### config.mk
export PLATFORM = sky130hd
export DESIGN_NAME = i2c_client_receiver
export DESIGN_NICKNAME = d
export VERILOG_FILES = /design/src/logic/i2c_rx_pkg.sv /design/src/logic/byte_stream_if.sv /design/src/logic/rx_buffer.sv /design/src/logic/i2c_client_receiver.sv
export SDC_FILE = /design/constraint.sdc
export NUM_CORES = 1
export LEC_CHECK = 0
export ABC_AREA = 1
export BUFFER_PORTS_ARGS = -buffer_cell sky130_fd_sc_hd__buf_2
export CORE_MARGIN = 4
export CORE_UTILIZATION = 43
export DETAILED_ROUTE_END_ITERATION = 8
export PLACE_DENSITY = 0.7
export SYNTH_ARGS = -nofsm -noshare
export SYNTH_HDL_FRONTEND = slang
export SYNTH_HIERARCHICAL = 1
export SYNTH_SLANG_ARGS = --single-unit
### constraint.sdc
create_clock -name clk -period 3.6 [get_ports clk]
set_input_delay 0.36 -clock clk [delete_from_list [all_inputs] [get_ports clk]]
set_output_delay 0.36 -clock clk [all_outputs]
set_load 0.02 [all_outputs]
### src/logic/i2c_rx_pkg.sv
`default_nettype none
package i2c_rx_pkg;

  localparam int unsigned BYTE_W         = 8;
  localparam logic [3:0]  BITS_PER_BYTE  = 4'h8;
  localparam logic [3:0]  BIT_CNT_RESET  = 4'h0;
  localparam logic [7:0]  OWN_ADDR_RESET = 8'h00;
  localparam logic [7:0]  MASK_RESET     = 8'hFF;
  localparam logic [7:0]  RX_BUF_RESET   = 8'h00;
  localparam logic [4:0]  TENBIT_PREFIX  = 5'h1E;
  localparam int unsigned TENBIT_HI_POS  = 2;
  localparam int unsigned TENBIT_LO_POS  = 1;
  localparam int unsigned RX_DEPTH       = 2;

  typedef enum logic [1:0] {
    ST_IDLE,
    ST_SHIFT,
    ST_HOLD,
    ST_ACK
  } rx_state_e;

  typedef enum logic [1:0] {
    KIND_ADDR_FIRST,
    KIND_ADDR_LOW,
    KIND_DATA
  } byte_kind_e;

endpackage
`default_nettype wire

### src/logic/byte_stream_if.sv
`timescale 1ns/1ps
`default_nettype none
interface byte_stream_if #(
  parameter int unsigned WIDTH = 8
);
  logic             valid;
  logic             ready;
  logic [WIDTH-1:0] data;

  modport src (
    output valid,
    output data,
    input  ready
  );

  modport snk (
    input  valid,
    input  data,
    output ready
  );
endinterface
`default_nettype wire

### src/logic/rx_buffer.sv
`timescale 1ns/1ps
`default_nettype none
module rx_buffer #(
  parameter int unsigned WIDTH = 8,
  parameter int unsigned DEPTH = 2
) (
  input  wire logic   clk,
  input  wire logic   rst_b,
  input  wire logic   ce,
  byte_stream_if.snk  fill,
  byte_stream_if.src  drain
);
  localparam int unsigned PW = (DEPTH > 1) ? $clog2(DEPTH) : 1;
  localparam int unsigned CW = $clog2(DEPTH + 1);

  logic [WIDTH-1:0] mem_q [DEPTH];
  logic [PW-1:0]    wr_ptr_q;
  logic [PW-1:0]    rd_ptr_q;
  logic [CW-1:0]    count_q;
  logic             do_wr;
  logic             do_rd;

  // Ready only reflects free room, so the writer sees a true full
  assign fill.ready  = (count_q != CW'(DEPTH));
  assign drain.valid = (count_q != '0);
  assign drain.data  = mem_q[rd_ptr_q];
  assign do_wr       = fill.valid & fill.ready;
  assign do_rd       = drain.valid & drain.ready;

  function automatic logic [PW-1:0] ptr_next(input logic [PW-1:0] p);
    ptr_next = (p == PW'(DEPTH - 1)) ? '0 : PW'(p + 1'b1);
  endfunction

  always_ff @(posedge clk) begin
    if (ce && do_wr) begin
      mem_q[wr_ptr_q] <= fill.data;
    end
  end

  always_ff @(posedge clk or negedge rst_b) begin
    if (!rst_b) begin
      wr_ptr_q <= '0;
      rd_ptr_q <= '0;
      count_q  <= '0;
    end else if (ce) begin
      if (do_wr) begin
        wr_ptr_q <= ptr_next(wr_ptr_q);
      end
      if (do_rd) begin
        rd_ptr_q <= ptr_next(rd_ptr_q);
      end
      if (do_wr && !do_rd) begin
        count_q <= CW'(count_q + 1'b1);
      end else if (do_rd && !do_wr) begin
        count_q <= CW'(count_q - 1'b1);
      end
    end
  end
endmodule
`default_nettype wire

### src/logic/i2c_client_receiver.sv
// Functional notes
// - Start sets start-seen, event if enabled
// - Matching 7-bit write address gets ACK, event
// - Reading receive buffer clears buffer-full flag unless a byte is queued
// - Stretch enable holds SCL until release bit
// - Each data byte after match, queue not full: ACK, event
// - Stop sets stop-seen, receiver goes idle
// - Address hold: eighth fall, event, clear release
// - Data hold: eighth fall, event, clear release
// - Ack-time status shows event before ACK slot
// - Hold modes: ACK level from select bit
// - Hold modes: event at ninth fall after ACK
// - Stretch plus hold: also stretch after ACK
// - Stop without enable only sets stop-seen
// - 10-bit high match: update flag, ACK, event
// - Update flag holds SCL until address write
// - 10-bit low match: update flag, ACK, event
// - Low mismatch: event, update flag, no buffer-full
// - 10-bit stretch: clear release after data ACK
// - 10-bit holds behave exactly as 7-bit
// - 7-bit compare ignores own-address LSB, needs received LSB 0
// - 10-bit high byte is 11110,A9,A8,0
// - Mask zero bits are don't-care, reset ones
// - Overflow on address: NACK, overflow flag
`timescale 1ns/1ps
`default_nettype none
module i2c_client_receiver #(
  parameter int unsigned RX_DEPTH = i2c_rx_pkg::RX_DEPTH
) (
  input  wire logic       clk,
  input  wire logic       rst_b,
  input  wire logic       ce,
  input  wire logic       scl_i,
  output logic            scl_o,
  output logic            scl_oe,
  input  wire logic       sda_i,
  output logic            sda_o,
  output logic            sda_oe,
  input  wire logic       ten_bit_mode,
  input  wire logic       start_irq_enable,
  input  wire logic       stop_irq_enable,
  input  wire logic       stretch_enable,
  input  wire logic       address_hold_enable,
  input  wire logic       data_hold_enable,
  input  wire logic       ack_value_select,
  input  wire logic       buffer_override_enable,
  input  wire logic       event_clear,
  input  wire logic       overflow_clear,
  input  wire logic       clock_release_set,
  input  wire logic       receive_buffer_read,
  input  wire logic       own_address_write,
  input  wire logic [7:0] own_address_wdata,
  input  wire logic       address_mask_write,
  input  wire logic [7:0] address_mask_wdata,
  output logic [7:0]      receive_buffer,
  output logic            buffer_full_flag,
  output logic            serial_event_flag,
  output logic            start_seen,
  output logic            stop_seen,
  output logic            ack_time_status,
  output logic            update_address_flag,
  output logic            receive_overflow_flag,
  output logic            clock_release_bit,
  output logic [7:0]      own_address_register,
  output logic [7:0]      address_mask_register
);

  byte_stream_if #(.WIDTH(i2c_rx_pkg::BYTE_W)) fill_if ();
  byte_stream_if #(.WIDTH(i2c_rx_pkg::BYTE_W)) drain_if ();

  rx_buffer #(
    .WIDTH (i2c_rx_pkg::BYTE_W),
    .DEPTH (RX_DEPTH)
  ) u_rx_buffer (
    .clk   (clk),
    .rst_b (rst_b),
    .ce    (ce),
    .fill  (fill_if.snk),
    .drain (drain_if.src)
  );

  logic                   scl_m_q;
  logic                   scl_s_q;
  logic                   scl_p_q;
  logic                   sda_m_q;
  logic                   sda_s_q;
  logic                   sda_p_q;
  logic                   scl_rise;
  logic                   scl_fall;
  logic                   start_det;
  logic                   stop_det;
  i2c_rx_pkg::rx_state_e  state_q;
  i2c_rx_pkg::byte_kind_e kind_q;
  logic [7:0]             shift_q;
  logic [3:0]             bit_cnt_q;
  logic                   nack_q;
  logic                   byte_done;
  logic                   ack_end;
  logic                   addr_match;
  logic                   hold_mode;
  logic                   overflow_now;
  logic                   low_miss;
  logic                   push;
  logic                   ack_nack;
  logic                   event_set;
  logic                   hold_scl;

  // Masked compare: a zero mask bit makes that bit don't-care
  function automatic logic masked_equal(input logic [7:0] a,
                                        input logic [7:0] b,
                                        input logic [7:0] m);
    masked_equal = (((a ^ b) & m) == 8'h00);
  endfunction

  // Pins cross into the clk domain; the first stage feeds only the second
  always_ff @(posedge clk or negedge rst_b) begin
    if (!rst_b) begin
      scl_m_q <= 1'b1;
      scl_s_q <= 1'b1;
      scl_p_q <= 1'b1;
      sda_m_q <= 1'b1;
      sda_s_q <= 1'b1;
      sda_p_q <= 1'b1;
    end else if (ce) begin
      scl_m_q <= scl_i;
      scl_s_q <= scl_m_q;
      scl_p_q <= scl_s_q;
      sda_m_q <= sda_i;
      sda_s_q <= sda_m_q;
      sda_p_q <= sda_s_q;
    end
  end

  assign scl_rise  = scl_s_q & ~scl_p_q;
  assign scl_fall  = ~scl_s_q & scl_p_q;
  assign start_det = scl_s_q & scl_p_q & sda_p_q & ~sda_s_q;
  assign stop_det  = scl_s_q & scl_p_q & ~sda_p_q & sda_s_q;

  assign byte_done = (state_q == i2c_rx_pkg::ST_SHIFT) && scl_fall && (bit_cnt_q == i2c_rx_pkg::BITS_PER_BYTE);
  assign ack_end   = (state_q == i2c_rx_pkg::ST_ACK) && scl_fall;

  // Address and data classification at the eighth falling edge
  always_comb begin
    addr_match = 1'b0;
    hold_mode  = address_hold_enable;
    unique case (kind_q)
      i2c_rx_pkg::KIND_ADDR_FIRST: begin
        if (ten_bit_mode) begin
          addr_match = (shift_q[7:3] == i2c_rx_pkg::TENBIT_PREFIX) &&
                       (shift_q[2:1] == own_address_register[i2c_rx_pkg::TENBIT_HI_POS:i2c_rx_pkg::TENBIT_LO_POS]) &&
                       !shift_q[0];
        end else begin
          addr_match = masked_equal({shift_q[7:1], 1'b0}, {own_address_register[7:1], 1'b0},
                                    {address_mask_register[7:1], 1'b0}) && !shift_q[0];
        end
      end
      i2c_rx_pkg::KIND_ADDR_LOW: begin
        addr_match = masked_equal(shift_q, own_address_register, address_mask_register);
      end
      i2c_rx_pkg::KIND_DATA: begin
        addr_match = 1'b1;
        hold_mode  = data_hold_enable;
      end
    endcase
  end

  // No room left in the byte path counts as overflow
  assign overflow_now = !fill_if.ready;
  assign low_miss     = byte_done && (kind_q == i2c_rx_pkg::KIND_ADDR_LOW) && !addr_match;
  assign push         = byte_done && addr_match && fill_if.ready;
  assign ack_nack     = overflow_now && !buffer_override_enable;

  assign fill_if.valid  = push;
  assign fill_if.data   = shift_q;
  assign drain_if.ready = !buffer_full_flag || receive_buffer_read;

  assign event_set = (start_det && start_irq_enable) ||
                     (stop_det && stop_irq_enable) ||
                     (byte_done && addr_match && hold_mode) ||
                     low_miss ||
                     (ack_end && !nack_q);

  // Shift register, MSB first, sampled on SCL rising edges
  always_ff @(posedge clk or negedge rst_b) begin
    if (!rst_b) begin
      shift_q   <= 8'h00;
      bit_cnt_q <= i2c_rx_pkg::BIT_CNT_RESET;
    end else if (ce) begin
      if (start_det || ack_end) begin
        bit_cnt_q <= i2c_rx_pkg::BIT_CNT_RESET;
      end else if (state_q == i2c_rx_pkg::ST_SHIFT && scl_rise && bit_cnt_q != i2c_rx_pkg::BITS_PER_BYTE) begin
        shift_q   <= {shift_q[6:0], sda_s_q};
        bit_cnt_q <= 4'(bit_cnt_q + 4'h1);
      end
    end
  end

  // Byte sequencer
  always_ff @(posedge clk or negedge rst_b) begin
    if (!rst_b) begin
      state_q <= i2c_rx_pkg::ST_IDLE;
      kind_q  <= i2c_rx_pkg::KIND_ADDR_FIRST;
      nack_q  <= 1'b0;
    end else if (ce) begin
      if (stop_det) begin
        state_q <= i2c_rx_pkg::ST_IDLE;
      end else if (start_det) begin
        state_q <= i2c_rx_pkg::ST_SHIFT;
        kind_q  <= i2c_rx_pkg::KIND_ADDR_FIRST;
      end else begin
        unique case (state_q)
          i2c_rx_pkg::ST_IDLE: begin
          end
          i2c_rx_pkg::ST_SHIFT: begin
            if (byte_done) begin
              if (!addr_match) begin
                state_q <= i2c_rx_pkg::ST_IDLE;
              end else if (hold_mode) begin
                state_q <= i2c_rx_pkg::ST_HOLD;
              end else begin
                state_q <= i2c_rx_pkg::ST_ACK;
                nack_q  <= ack_nack;
              end
            end
          end
          i2c_rx_pkg::ST_HOLD: begin
            if (clock_release_bit) begin
              state_q <= i2c_rx_pkg::ST_ACK;
              nack_q  <= ack_value_select;
            end
          end
          i2c_rx_pkg::ST_ACK: begin
            if (ack_end) begin
              if (nack_q) begin
                state_q <= i2c_rx_pkg::ST_IDLE;
              end else begin
                state_q <= i2c_rx_pkg::ST_SHIFT;
                if (kind_q == i2c_rx_pkg::KIND_ADDR_FIRST && ten_bit_mode) begin
                  kind_q <= i2c_rx_pkg::KIND_ADDR_LOW;
                end else begin
                  kind_q <= i2c_rx_pkg::KIND_DATA;
                end
              end
            end
          end
        endcase
      end
    end
  end

  // Software-facing flags; a hardware set wins over a same-cycle clear
  always_ff @(posedge clk or negedge rst_b) begin
    if (!rst_b) begin
      serial_event_flag     <= 1'b0;
      receive_overflow_flag <= 1'b0;
      ack_time_status       <= 1'b0;
    end else if (ce) begin
      serial_event_flag     <= event_set || (serial_event_flag && !event_clear);
      receive_overflow_flag <= (byte_done && addr_match && overflow_now && !buffer_override_enable) ||
                               (receive_overflow_flag && !overflow_clear);
      if (byte_done && addr_match && hold_mode) begin
        ack_time_status <= 1'b1;
      end else if (ack_end || start_det || stop_det) begin
        ack_time_status <= 1'b0;
      end
    end
  end

  always_ff @(posedge clk or negedge rst_b) begin
    if (!rst_b) begin
      start_seen <= 1'b0;
      stop_seen  <= 1'b0;
    end else if (ce) begin
      if (start_det) begin
        start_seen <= 1'b1;
        stop_seen  <= 1'b0;
      end else if (stop_det) begin
        stop_seen  <= 1'b1;
        start_seen <= 1'b0;
      end
    end
  end

  // Release bit: software set wins so a release is never swallowed
  always_ff @(posedge clk or negedge rst_b) begin
    if (!rst_b) begin
      clock_release_bit <= 1'b1;
    end else if (ce) begin
      if (clock_release_set) begin
        clock_release_bit <= 1'b1;
      end else if (byte_done && addr_match && hold_mode) begin
        clock_release_bit <= 1'b0;
      end else if (ack_end && !nack_q && stretch_enable) begin
        clock_release_bit <= 1'b0;
      end
    end
  end

  // Update-address flag; set wins over the clearing address write
  always_ff @(posedge clk or negedge rst_b) begin
    if (!rst_b) begin
      update_address_flag <= 1'b0;
    end else if (ce) begin
      if ((ack_end && !nack_q && ten_bit_mode && kind_q != i2c_rx_pkg::KIND_DATA) || low_miss) begin
        update_address_flag <= 1'b1;
      end else if (own_address_write) begin
        update_address_flag <= 1'b0;
      end
    end
  end

  // Software is trusted to write the address only outside the ACK sequence
  always_ff @(posedge clk or negedge rst_b) begin
    if (!rst_b) begin
      own_address_register  <= i2c_rx_pkg::OWN_ADDR_RESET;
      address_mask_register <= i2c_rx_pkg::MASK_RESET;
    end else if (ce) begin
      if (own_address_write) begin
        own_address_register <= own_address_wdata;
      end
      if (address_mask_write) begin
        address_mask_register <= address_mask_wdata;
      end
    end
  end

  // Receive buffer drains the queue only once software emptied it
  always_ff @(posedge clk or negedge rst_b) begin
    if (!rst_b) begin
      receive_buffer   <= i2c_rx_pkg::RX_BUF_RESET;
      buffer_full_flag <= 1'b0;
    end else if (ce) begin
      if (drain_if.valid && drain_if.ready) begin
        receive_buffer   <= drain_if.data;
        buffer_full_flag <= 1'b1;
      end else if (receive_buffer_read) begin
        buffer_full_flag <= 1'b0;
      end
    end
  end

  // SCL is only grabbed once already low, so the host's edge is never cut short
  assign hold_scl = !clock_release_bit || update_address_flag;

  always_ff @(posedge clk or negedge rst_b) begin
    if (!rst_b) begin
      scl_oe <= 1'b0;
      sda_oe <= 1'b0;
      scl_o  <= 1'b0;
      sda_o  <= 1'b0;
    end else if (ce) begin
      scl_o  <= 1'b0;
      sda_o  <= 1'b0;
      scl_oe <= hold_scl && (!scl_s_q || scl_oe);
      if (ack_end || start_det || stop_det) begin
        sda_oe <= 1'b0;
      end else if (state_q == i2c_rx_pkg::ST_SHIFT && byte_done && addr_match && !hold_mode) begin
        sda_oe <= !ack_nack;
      end else if (state_q == i2c_rx_pkg::ST_HOLD && clock_release_bit) begin
        sda_oe <= !ack_value_select;
      end
    end
  end

endmodule
`default_nettype wire

==> impl_metrics.yaml, run 1 <==
status:
  status: "finished, final reports clean"
grt:
  use_met3: 0.0354
  met2_usage: 0.255
  grt_pass1_vias: 2755
  antenna_found_initial: 0
  globalRouteOverflowTotal: 0
  grt_max_degree: 39
  grt_first_pass_wirelength_mm: 12.9
  grtUsageTotal: 0.162
  grt_busiest_layer: "met2"
  use_met1: 0.214
sta:
  holdWs_ps: 104
  setup_viol: 0
  fin_tns_setup_ps: 0
  tightest_slew_ps: 825
  clock_skew_ps: 13.5
  hold_viol_final: 0
  rsz0062_at_grt: "false"
  maxSlewViolCount: 0
  period_minus_slack_ps: 2490
  min_period_over_period: 0.692
  finalWorstSetupSlack_ps: 1110
  fmax_mhz: 401
  relSlewSlack: 0.450
power_and_ir_drop:
  p_leak_nw: 2.14
  p_clk_frac: 0.209
  share_seq_of_total_power: 0.452
  power_mw: 3.00
  intPower_mw: 1.83
  netSwitchingPower_mw: 1.17
  powerDensity_nw_per_um2: 697
  power_frac_comb: 0.339
  switching_share: 0.392
  ir_worst_vdd_mv: 0.295
layout:
  n_antenna_cell: 0
  area_growth_pct: 17.2
  final_nets: 519
  final_core_util: 0.521
  drive_above_1_share: 0.277
  instances_no_fill: 585
  fin_area_sq_um: 4310
route:
  wl_per_cell_microns: 12.9
  drtIter0Drc: 153
  route.detailed.drc: 0
  viasPerCell: 4.80
  firstDrtPassIters: 4
  ant_nets: 0
  vias: 2806
  wl_mm: 7.57
clock_tree:
  insertion_delay_ps: 360
  clk_path_buf_depth: 2
  clk_pin_slew_ps: 90
  cts_buffers: 9
  clockRootBuffer: "clkbuf_8"
  cts_tree: "built"
  cts_resized: 0
  clock_sinks: 77
  htreeDepth: 3
  cts_hold_buf: 0
  post_cts_buffers: 0
floorplan:
  initial_utilization: 0.445
  ios: 71
  num_rows: 33
  core_sq_um: 8260
  die_area_sq_um: 10100
  die_h_microns: 100
  die_width_microns: 100
yosys:
  synthCells: 401
  synthAdderAreaFrac: 0.0307
  yosys.area_share.simple: 0.218
  ys_seq_area_frac: 0.552
  synthDistinctLibCells: 34
  synth-seq-cells: 77
  syn_area_per_cell_sq_um: 9.16
  synth_area_sq_um: 3670
  synth_xor_area_frac: 0.00716
  synth_compound_area_frac: 0.0678
  synth_top_family_by_area: "simple AND/OR/NAND/NOR gates"
  synth.area.mux_share: 0.0579
  ys_warn_count: 6
place:
  place_inst: 569
  dp_hpwl_mm: 5.70
  numPortBuffers: 68
  gp_congestion: 0.845
  place_area_sq_um: 4120
  dp_slack_ps: 1090
setup_path:
  critPathCaptureType: "register"
  path_max_fanout: 8
  cp-start-kind: "register"
  cp.required_ps: 3600
  critPathKind: "register to register"
  crit_arrival_ps: 2490
job:
  maxCapViolations: 0
min_path:
  hold_path_class: "primary input to async pin"
## power groups by stage
| stage | combinational [mW] | clock [mW] | sequential [mW] |
|---|---|---|---|
| 2_1_floorplan | 0.650 | 0 | 1.44 |
| 3_3_place_gp | 1.01 | 0 | 1.36 |
| 3_5_place_dp | 1.02 | 0 | 1.37 |
| 4_1_cts | 1.03 | 0.644 | 1.36 |
| 5_1_grt | 1.17 | 0.684 | 1.40 |
| 6_report | 1.02 | 0.627 | 1.36 |
## placed cells by master (no fill, tap or decap), types with 3 or more instances in the layout
master / netlist / final
inv_1: 47 / 47
mux2_2: 18 / 18
nand3_1: 23 / 23
a21oi_1: 13 / 13
nand2_1: 119 / 119
dfstp_2: 15 / 15
nor2_1: 27 / 27
dfrtp_1: 46 / 46
inv_2: 5 / 5
buf_2: 0 / 68
ha_1: 9 / 9
clkbuf_8: 0 / 10
edfxtp_1: 16 / 16
o21ai_1: 5 / 5
nand4_1: 5 / 5
o21ai_0: 23 / 23
inv_6: 0 / 3
## registers in the layout, summed over array words and instances (netlist names), 2 cells and up
name	cells
address_mask_register	8
bit_cnt_q	4
fill_if.data	8
kind_q	2
own_address_register	8
receive_buffer	8
state_q	2
u_rx_buffer/count_q	2
u_rx_buffer/mem_q	16
## metal layers
metal | vias to the layer above | routed length, microns
met2 | 74 | 3530
met1 | 1281 | 3490
li1 | 1435 | -
met5 | - | 0
met3 | 16 | 408
met4 | 0 | 140
## final timing paths
check,start,endpoint,slack (ps),cells after the start
max,kind_q[0],u_rx_buffer/mem_q[1][4],1110,12
max reg2reg,kind_q[0],u_rx_buffer/mem_q[1][4],1110,12
min,rst_b,bit_cnt_q[0],100,1
min reg2reg,scl_m_q,scl_m_q,470,2
min in group clk,scl_i,scl_m_q,190,3
max in group asynchronous,rst_b,address_mask_register[6],2620,2
## worst max-delay path, stage by stage (launching register included)
cell and delay, ps:
dfrtp_1 360, inv_1 80, ha_1 310, inv_1 80, nor2_1 50, o21bai_1 150, nand2_1 80, nand2_1 70
inv_1 90, nand2_1 90, nor2_1 170, nand3_1 120, nor2_1 500
## Yosys cell counts (all sizes together)
| master | number | share of area |
|---|---|---|
| nor4 | 2 | 0.0075 |
| nand2 | 121 | 0.13 |
| o21bai | 1 | 0.0020 |
| o31ai | 1 | 0.0020 |
| a21oi | 13 | 0.018 |
| inv | 52 | 0.053 |
| mux2 | 18 | 0.055 |
| a21boi | 1 | 0.0020 |
| edfxtp | 16 | 0.13 |
| nand3 | 23 | 0.031 |
| clkbuf | 3 | 0.0031 |
| o21ai | 28 | 0.038 |
| nand4 | 5 | 0.0085 |
| buf | 5 | 0.0092 |
| nor2 | 30 | 0.034 |
| nand3b | 1 | 0.0020 |
| ha | 9 | 0.031 |
| xnor2 | 1 | 0.0024 |
| dfstp | 15 | 0.11 |
| a221oi | 1 | 0.0024 |
| o22ai | 2 | 0.0034 |
| conb | 1 | 0.0010 |
| xor2 | 2 | 0.0048 |
| nor3 | 3 | 0.0099 |
| dfrtp | 46 | 0.31 |
| mux2i | 1 | 0.0027 |
## area by class of cell
| cell class | instances | area, sq um |
|---|---|---|
| Tap cell | 105 | 131 |
| Sequential cell | 77 | 2030 |
| Inverter | 52 | 195 |
| Clock buffer | 10 | 138 |
| Fill cell | 808 | 3950 |
| Clock inverter | 6 | 50.0 |
| Timing Repair Buffer | 70 | 355 |
| Multi-Input combinational cell | 265 | 1410 |
## cells by family (layout without fill, tap and decap cells)
family,count (synthesis),after routing
xor+xnor,3,3
flops,77,77
other cells,1,2
compound gates,47,47
fa+ha+maj,9,9
simple gates,185,185
buf+inv,60,138
mux,19,19
No activity file was read; power rests on OpenSTA's default activity.
==> run 2: changes to the inputs <==
==> constraint.sdc (replaced) <==
create_clock -name clk -period 2.5 [get_ports clk]
set_input_delay 0.25 -clock clk [delete_from_list [all_inputs] [get_ports clk]]
set_output_delay 0.25 -clock clk [all_outputs]
set_load 0.02 [all_outputs]
==> run 2 against run 1 <==
Effect of this change:
- total power is 48% higher
- via count up 0.71%
- die area unchanged
- clock power grew 59%
- register-to-register slack lost 930 ps
- utilization grew 1.1 points
- wire length up 1.9%
- largest cell class unchanged
- largest power group unchanged
==> impl_metrics.yaml, run 2 (synthesized netlist as in run 1, its figures left out) <==
setup_path:
  ff2ff_path_depth: 16
  critPathCaptureType: "register"
  r2r_start: "kind_q[0]"
  critPathKind: "register to register"
  r2r_end: "u_rx_buffer/count_q[1]"
  path_max_fanout: 3
  crit_chain: "inv_2 > ha_1 > inv_1 > nor2_1 > o21bai_1 > nand2_1 > nand2_1 > inv_2 > nand2_2 > nor2_4 > a21boi_1 > ha_1 > nor2_4 > nand3_1 > nand2_1 > nand2_1"
  cp.required_ps: 2740
  path_common_cell: "nand2_1"
  cp-start-kind: "register"
  crit_family: "simple AND/OR/NAND/NOR gates"
  cpPeakStageDelay_ps: 370
  crit_buf_inv: 3
  crit_arrival_ps: 2560
  r2r_slack_ps: 180
  cpMaxStageDelayCell: "dfrtp_1"
min_path:
  hold_path_depth: 3
  worstHoldEndpoint: "scl_m_q"
  hold_path_startpoint: "scl_i"
  hold_path_class: "primary input to register"
place:
  place_area_sq_um: 4150
  place_inst: 573
  dp_hpwl_mm: 5.88
  gp_congestion: 0.809
  dp_slack_ps: 31.7
  numPortBuffers: 68
route:
  wl_per_cell_microns: 13.1
  vias: 2826
  firstDrtPassIters: 5
  drtIter0Drc: 137
  ant_nets: 0
  viasPerCell: 4.78
  route.detailed.drc: 0
  wl_mm: 7.71
sta:
  setup_viol: 0
  fmax_mhz: 431
  fin_tns_setup_ps: 0
  period_minus_slack_ps: 2320
  hold_viol_final: 0
  min_period_over_period: 0.928
  holdWs_ps: 84.1
  clock_skew_ps: 8.90
  finalWorstSetupSlack_ps: 181
  maxSlewViolCount: 0
grt:
  globalRouteOverflowTotal: 0
  grt_first_pass_wirelength_mm: 13.1
  grt_pass1_vias: 2903
  antenna_found_initial: 0
  grtUsageTotal: 0.163
  grt_max_degree: 37
power_and_ir_drop:
  p_leak_nw: 2.18
  powerDensity_nw_per_um2: 1010
  ir_worst_vdd_mv: 0.454
layout:
  final_common_cell: "nand2_1"
  largest_reg_flops: 16
  layout_common_cells: "nand2_1 (118), buf_2 (68), dfrtp_1 (45)"
  area_growth_pct: 19.6
  drive_above_1_share: 0.296
  n_antenna_cell: 0
  fin_area_sq_um: 4390
  instances_no_fill: 591
  top_register: "u_rx_buffer/mem_q"
  final_nets: 525
clock_tree:
  clockRootBuffer: "clkbuf_8"
  htreeDepth: 3
  clk_path_buf_depth: 2
  clk_pin_slew_ps: 90
  cts_tree: "built"
  insertion_delay_ps: 350
  cts_buffers: 9
  clock_sinks: 77
job:
  maxCapViolations: 0
floorplan:
  num_rows: 33
  initial_utilization: 0.445
  ios: 71
  die_h_microns: 100
  die_area_sq_um: 10100
  core_sq_um: 8260
  die_width_microns: 100
status:
  status: "finished, final reports clean"
-- run 2: cell count changes in the layout (fill, tap and decap cells not counted), sizes merged --
cell         previous run  this run
buf                    70        75
clkinv                  1         3
bufinv                  0         1
clkbuf                 10         9
clkinvlp                1         0
dlygate4sd3             0         1
inv                    56        55
-- run 2: final cells by class --
type | instances | area, sq um
Clock buffer | 9 | 124
Clock inverter | 7 | 92.6
Fill cell | 786 | 3860
Inverter | 52 | 195
Sequential cell | 77 | 2030
Tap cell | 105 | 131
Timing Repair Buffer | 76 | 403
Multi-Input combinational cell | 265 | 1420
-- run 2: repair_timing --
| item | CTS | global route |
|---|---|---|
| hold buffers | 1 | 0 |
| hold endpoints to repair | 47 | 0 |
| setup endpoints to repair | 0 | 2 |
| resized for setup | 0 | 8 |
| setup buffers | 0 | 1 |
-- run 2: worst max-delay path by stage --
stage / start / to / slack [ps] / cells after the start
4_1_cts: kind_q[1] / u_rx_buffer/count_q[1] / 0.8 / 16
3_3_place_gp: kind_q[0] / u_rx_buffer/count_q[1] / 170 / 16
3_5_place_dp: kind_q[1] / u_rx_buffer/count_q[1] / 30 / 16
5_1_grt: fill_if.data[3] / u_rx_buffer/count_q[1] / -1 / 17
6_report: kind_q[0] / u_rx_buffer/count_q[1] / 180 / 16
2_1_floorplan: kind_q[0] / u_rx_buffer/count_q[1] / 280 / 16
-- run 2: power by group --
group	switching, mW	leakage (nW)	internal [mW]
Combinational	0.919	1.21	0.575
Clock	0.516	0.109	0.487
Sequential	0.297	0.862	1.66
-- run 2: metrics by stage --
step	total power [mW]	utilization
CTS	4.48	0.530
global route	4.80	0.532
detailed placement	3.46	0.502
floorplan	3.01	-
global placement	3.41	0.502
finish	4.45	0.532
-- run 2: worst register-to-register path, cell delays in order, from the launching register on --
cell and delay (ps):
dfrtp_1 370, inv_2 60, ha_1 320, inv_1 80, nor2_1 50, o21bai_1 150, nand2_1 80, nand2_1 80
inv_2 80, nand2_2 80, nor2_4 130, a21boi_1 170, ha_1 270, nor2_4 110, nand3_1 70, nand2_1 60
nand2_1 60
-- run 2: per-layer routing --
metal / global-route usage / share of wire
met5: 0 / 0
met3: 0.0313 / 0.040
met1: 0.214 / 0.46
met2: 0.266 / 0.48
met4: 0.0674 / 0.020
==> run 3: changes to the inputs <==
--- a/config.mk
+++ b/config.mk
@@ -7,6 +7,7 @@
 export LEC_CHECK = 0
 export ABC_AREA = 1
 export BUFFER_PORTS_ARGS = -buffer_cell sky130_fd_sc_hd__buf_2
+export CORE_ASPECT_RATIO = 0.9
 export CORE_MARGIN = 4
 export CORE_UTILIZATION = 43
 export DETAILED_ROUTE_END_ITERATION = 8
==> run 3 against run 2 <==
Effect of this change:
- combinational power is essentially flat
- utilization grew 0.24 points
- via count grew 2.0%
- wire length shrank 0.39%
- clock skew shrank 0.96 ps
- count of clock-buffer cells in the layout grew 2
- largest cell class unchanged
- largest power group unchanged
==> impl_metrics.yaml, run 3 (synthesized netlist as in run 1, its figures left out) <==
layout:
  layout_common_cells: "nand2_1 (118), buf_2 (68), dfrtp_1 (46)"
  final_nets: 525
  n_antenna_cell: 0
  largest_reg_flops: 16
  multi_input_area_sq_um: 1420
  instances_no_fill: 601
  final_core_util: 0.534
  top_register: "u_rx_buffer/mem_q"
  area_growth_pct: 19.1
  register_area_sq_um: 2030
  drive_above_1_share: 0.286
  n_fill_cell: 732
  final_common_cell: "nand2_1"
setup_path:
  cpMaxStageDelayCell: "dfrtp_1"
  crit_end: "u_rx_buffer/count_q[1]"
  cp-start-kind: "register"
  cp.depth: 16
  r2r_end: "u_rx_buffer/count_q[1]"
  cp.required_ps: 2730
  crit_buf_inv: 3
  cp-startpoint: "kind_q[0]"
  ff2ff_path_depth: 16
  r2r_slack_ps: 170
  r2r_start: "kind_q[0]"
  path_max_fanout: 3
  critPathCaptureType: "register"
  crit_arrival_ps: 2570
  crit_family: "simple AND/OR/NAND/NOR gates"
  path_common_cell: "nand2_1"
  crit_chain: "inv_2 > ha_1 > inv_1 > nor2_1 > o21bai_1 > nand2_1 > nand2_1 > inv_1 > nand2_2 > nor2_2 > a21boi_1 > ha_1 > nor2_4 > nand3_1 > nand2_1 > nand2_1"
  critPathKind: "register to register"
  cpPeakStageDelay_ps: 360
route:
  wl_mm: 7.68
  vias: 2882
  ant_nets: 0
  route.detailed.drc: 0
  drtIter0Drc: 93
  firstDrtPassIters: 4
  wl_per_cell_microns: 12.8
  viasPerCell: 4.80
grt:
  grtUsageTotal: 0.163
  grt_first_pass_wirelength_mm: 13.1
  grt_max_degree: 33
  grt_pass1_vias: 2855
  globalRouteOverflowTotal: 0
  antenna_found_initial: 0
floorplan:
  num_rows: 31
  die_area_sq_um: 10100
  die_h_microns: 95.7
  core_sq_um: 8180
  die_width_microns: 105
  ios: 71
  initial_utilization: 0.449
power_and_ir_drop:
  powerDensity_nw_per_um2: 1000
  ir_worst_vdd_mv: 0.461
  p_leak_nw: 2.17
  power_mw: 4.38
place:
  place_inst: 582
  numPortBuffers: 68
  dp_hpwl_mm: 5.96
  dp_slack_ps: 15.2
  gp_congestion: 0.900
sta:
  holdWs_ps: 109
  fmax_mhz: 428
  relSlewSlack: 0.520
  min_period_over_period: 0.934
  setup_viol: 0
  period_minus_slack_ps: 2330
  maxSlewViolCount: 0
  clock_skew_ps: 7.94
  tightest_slew_ps: 721
  hold_viol_final: 0
  finalWorstSetupSlack_ps: 166
min_path:
  hold_path_class: "primary input to register"
clock_tree:
  cts_tree: "built"
  clk_path_buf_depth: 2
  clockRootBuffer: "clkbuf_8"
  clock_sinks: 77
  htreeDepth: 3
  insertion_delay_ps: 340
  clk_pin_slew_ps: 70
  cts_buffers: 9
job:
  maxCapViolations: 0
status:
  status: "finished, final reports clean"
[run 3: area by class of cell]
class	instances	share of cell area
timing repair buffer	76	0.0921
clock inverter	5	0.0134
clock buffer	11	0.0300
inverter	52	0.0446
multi-input combinational	265	0.324
sequential	77	0.463
tap	115	0.0329
[run 3: timing repair]
item / in CTS / in global routing
resized for setup: 0 / 5
endpoints found under the hold margin: 26 / 0
buffers inserted: 0 / 2
hold buffers: 1 / 0
endpoints found under the setup margin: 0 / 2
[run 3: per-layer routing]
metal	routed length [microns]	vias to the layer above	track usage
met5	0	-	0
met4	126	0	0.0689
met2	3630	73	0.273
met1	3490	1350	0.207
li1	-	1447	-
met3	435	12	0.0359
[run 3: where the power goes]
group          switching (mW)  internal, mW
Clock                   0.447         0.464
Sequential              0.302          1.66
Combinational           0.922         0.581
[run 3: per-stage QoR]
stage | TNS [ps] | cell area [sq um]
floorplan | 0 | 3680
global placement | 0 | 4150
detailed placement | 0 | 4150
CTS | 0 | 4350
global route | -8.76 | 4370
finish | 0 | 4370
[run 3: how the worst min path moves through the flow]
stage / startpoint / endpoint / slack (ps) / cells after the start
global placement: rst_b / receive_overflow_flag / 340 / 1
CTS: clock_release_set / clock_release_bit / 100 / 3
detailed placement: rst_b / u_rx_buffer/count_q[1] / 350 / 1
global route: clock_release_set / clock_release_bit / 100 / 3
finish: sda_i / sda_m_q / 110 / 3
floorplan: rst_b / ack_time_status / -50 / 0
[run 3: worst min-delay path, delay by kind of cell]
| kind | cells | cell delay, ps |
|---|---|---|
| buffers and inverters | 1 | 90 |
| and+or+nand+nor | 2 | 100 |
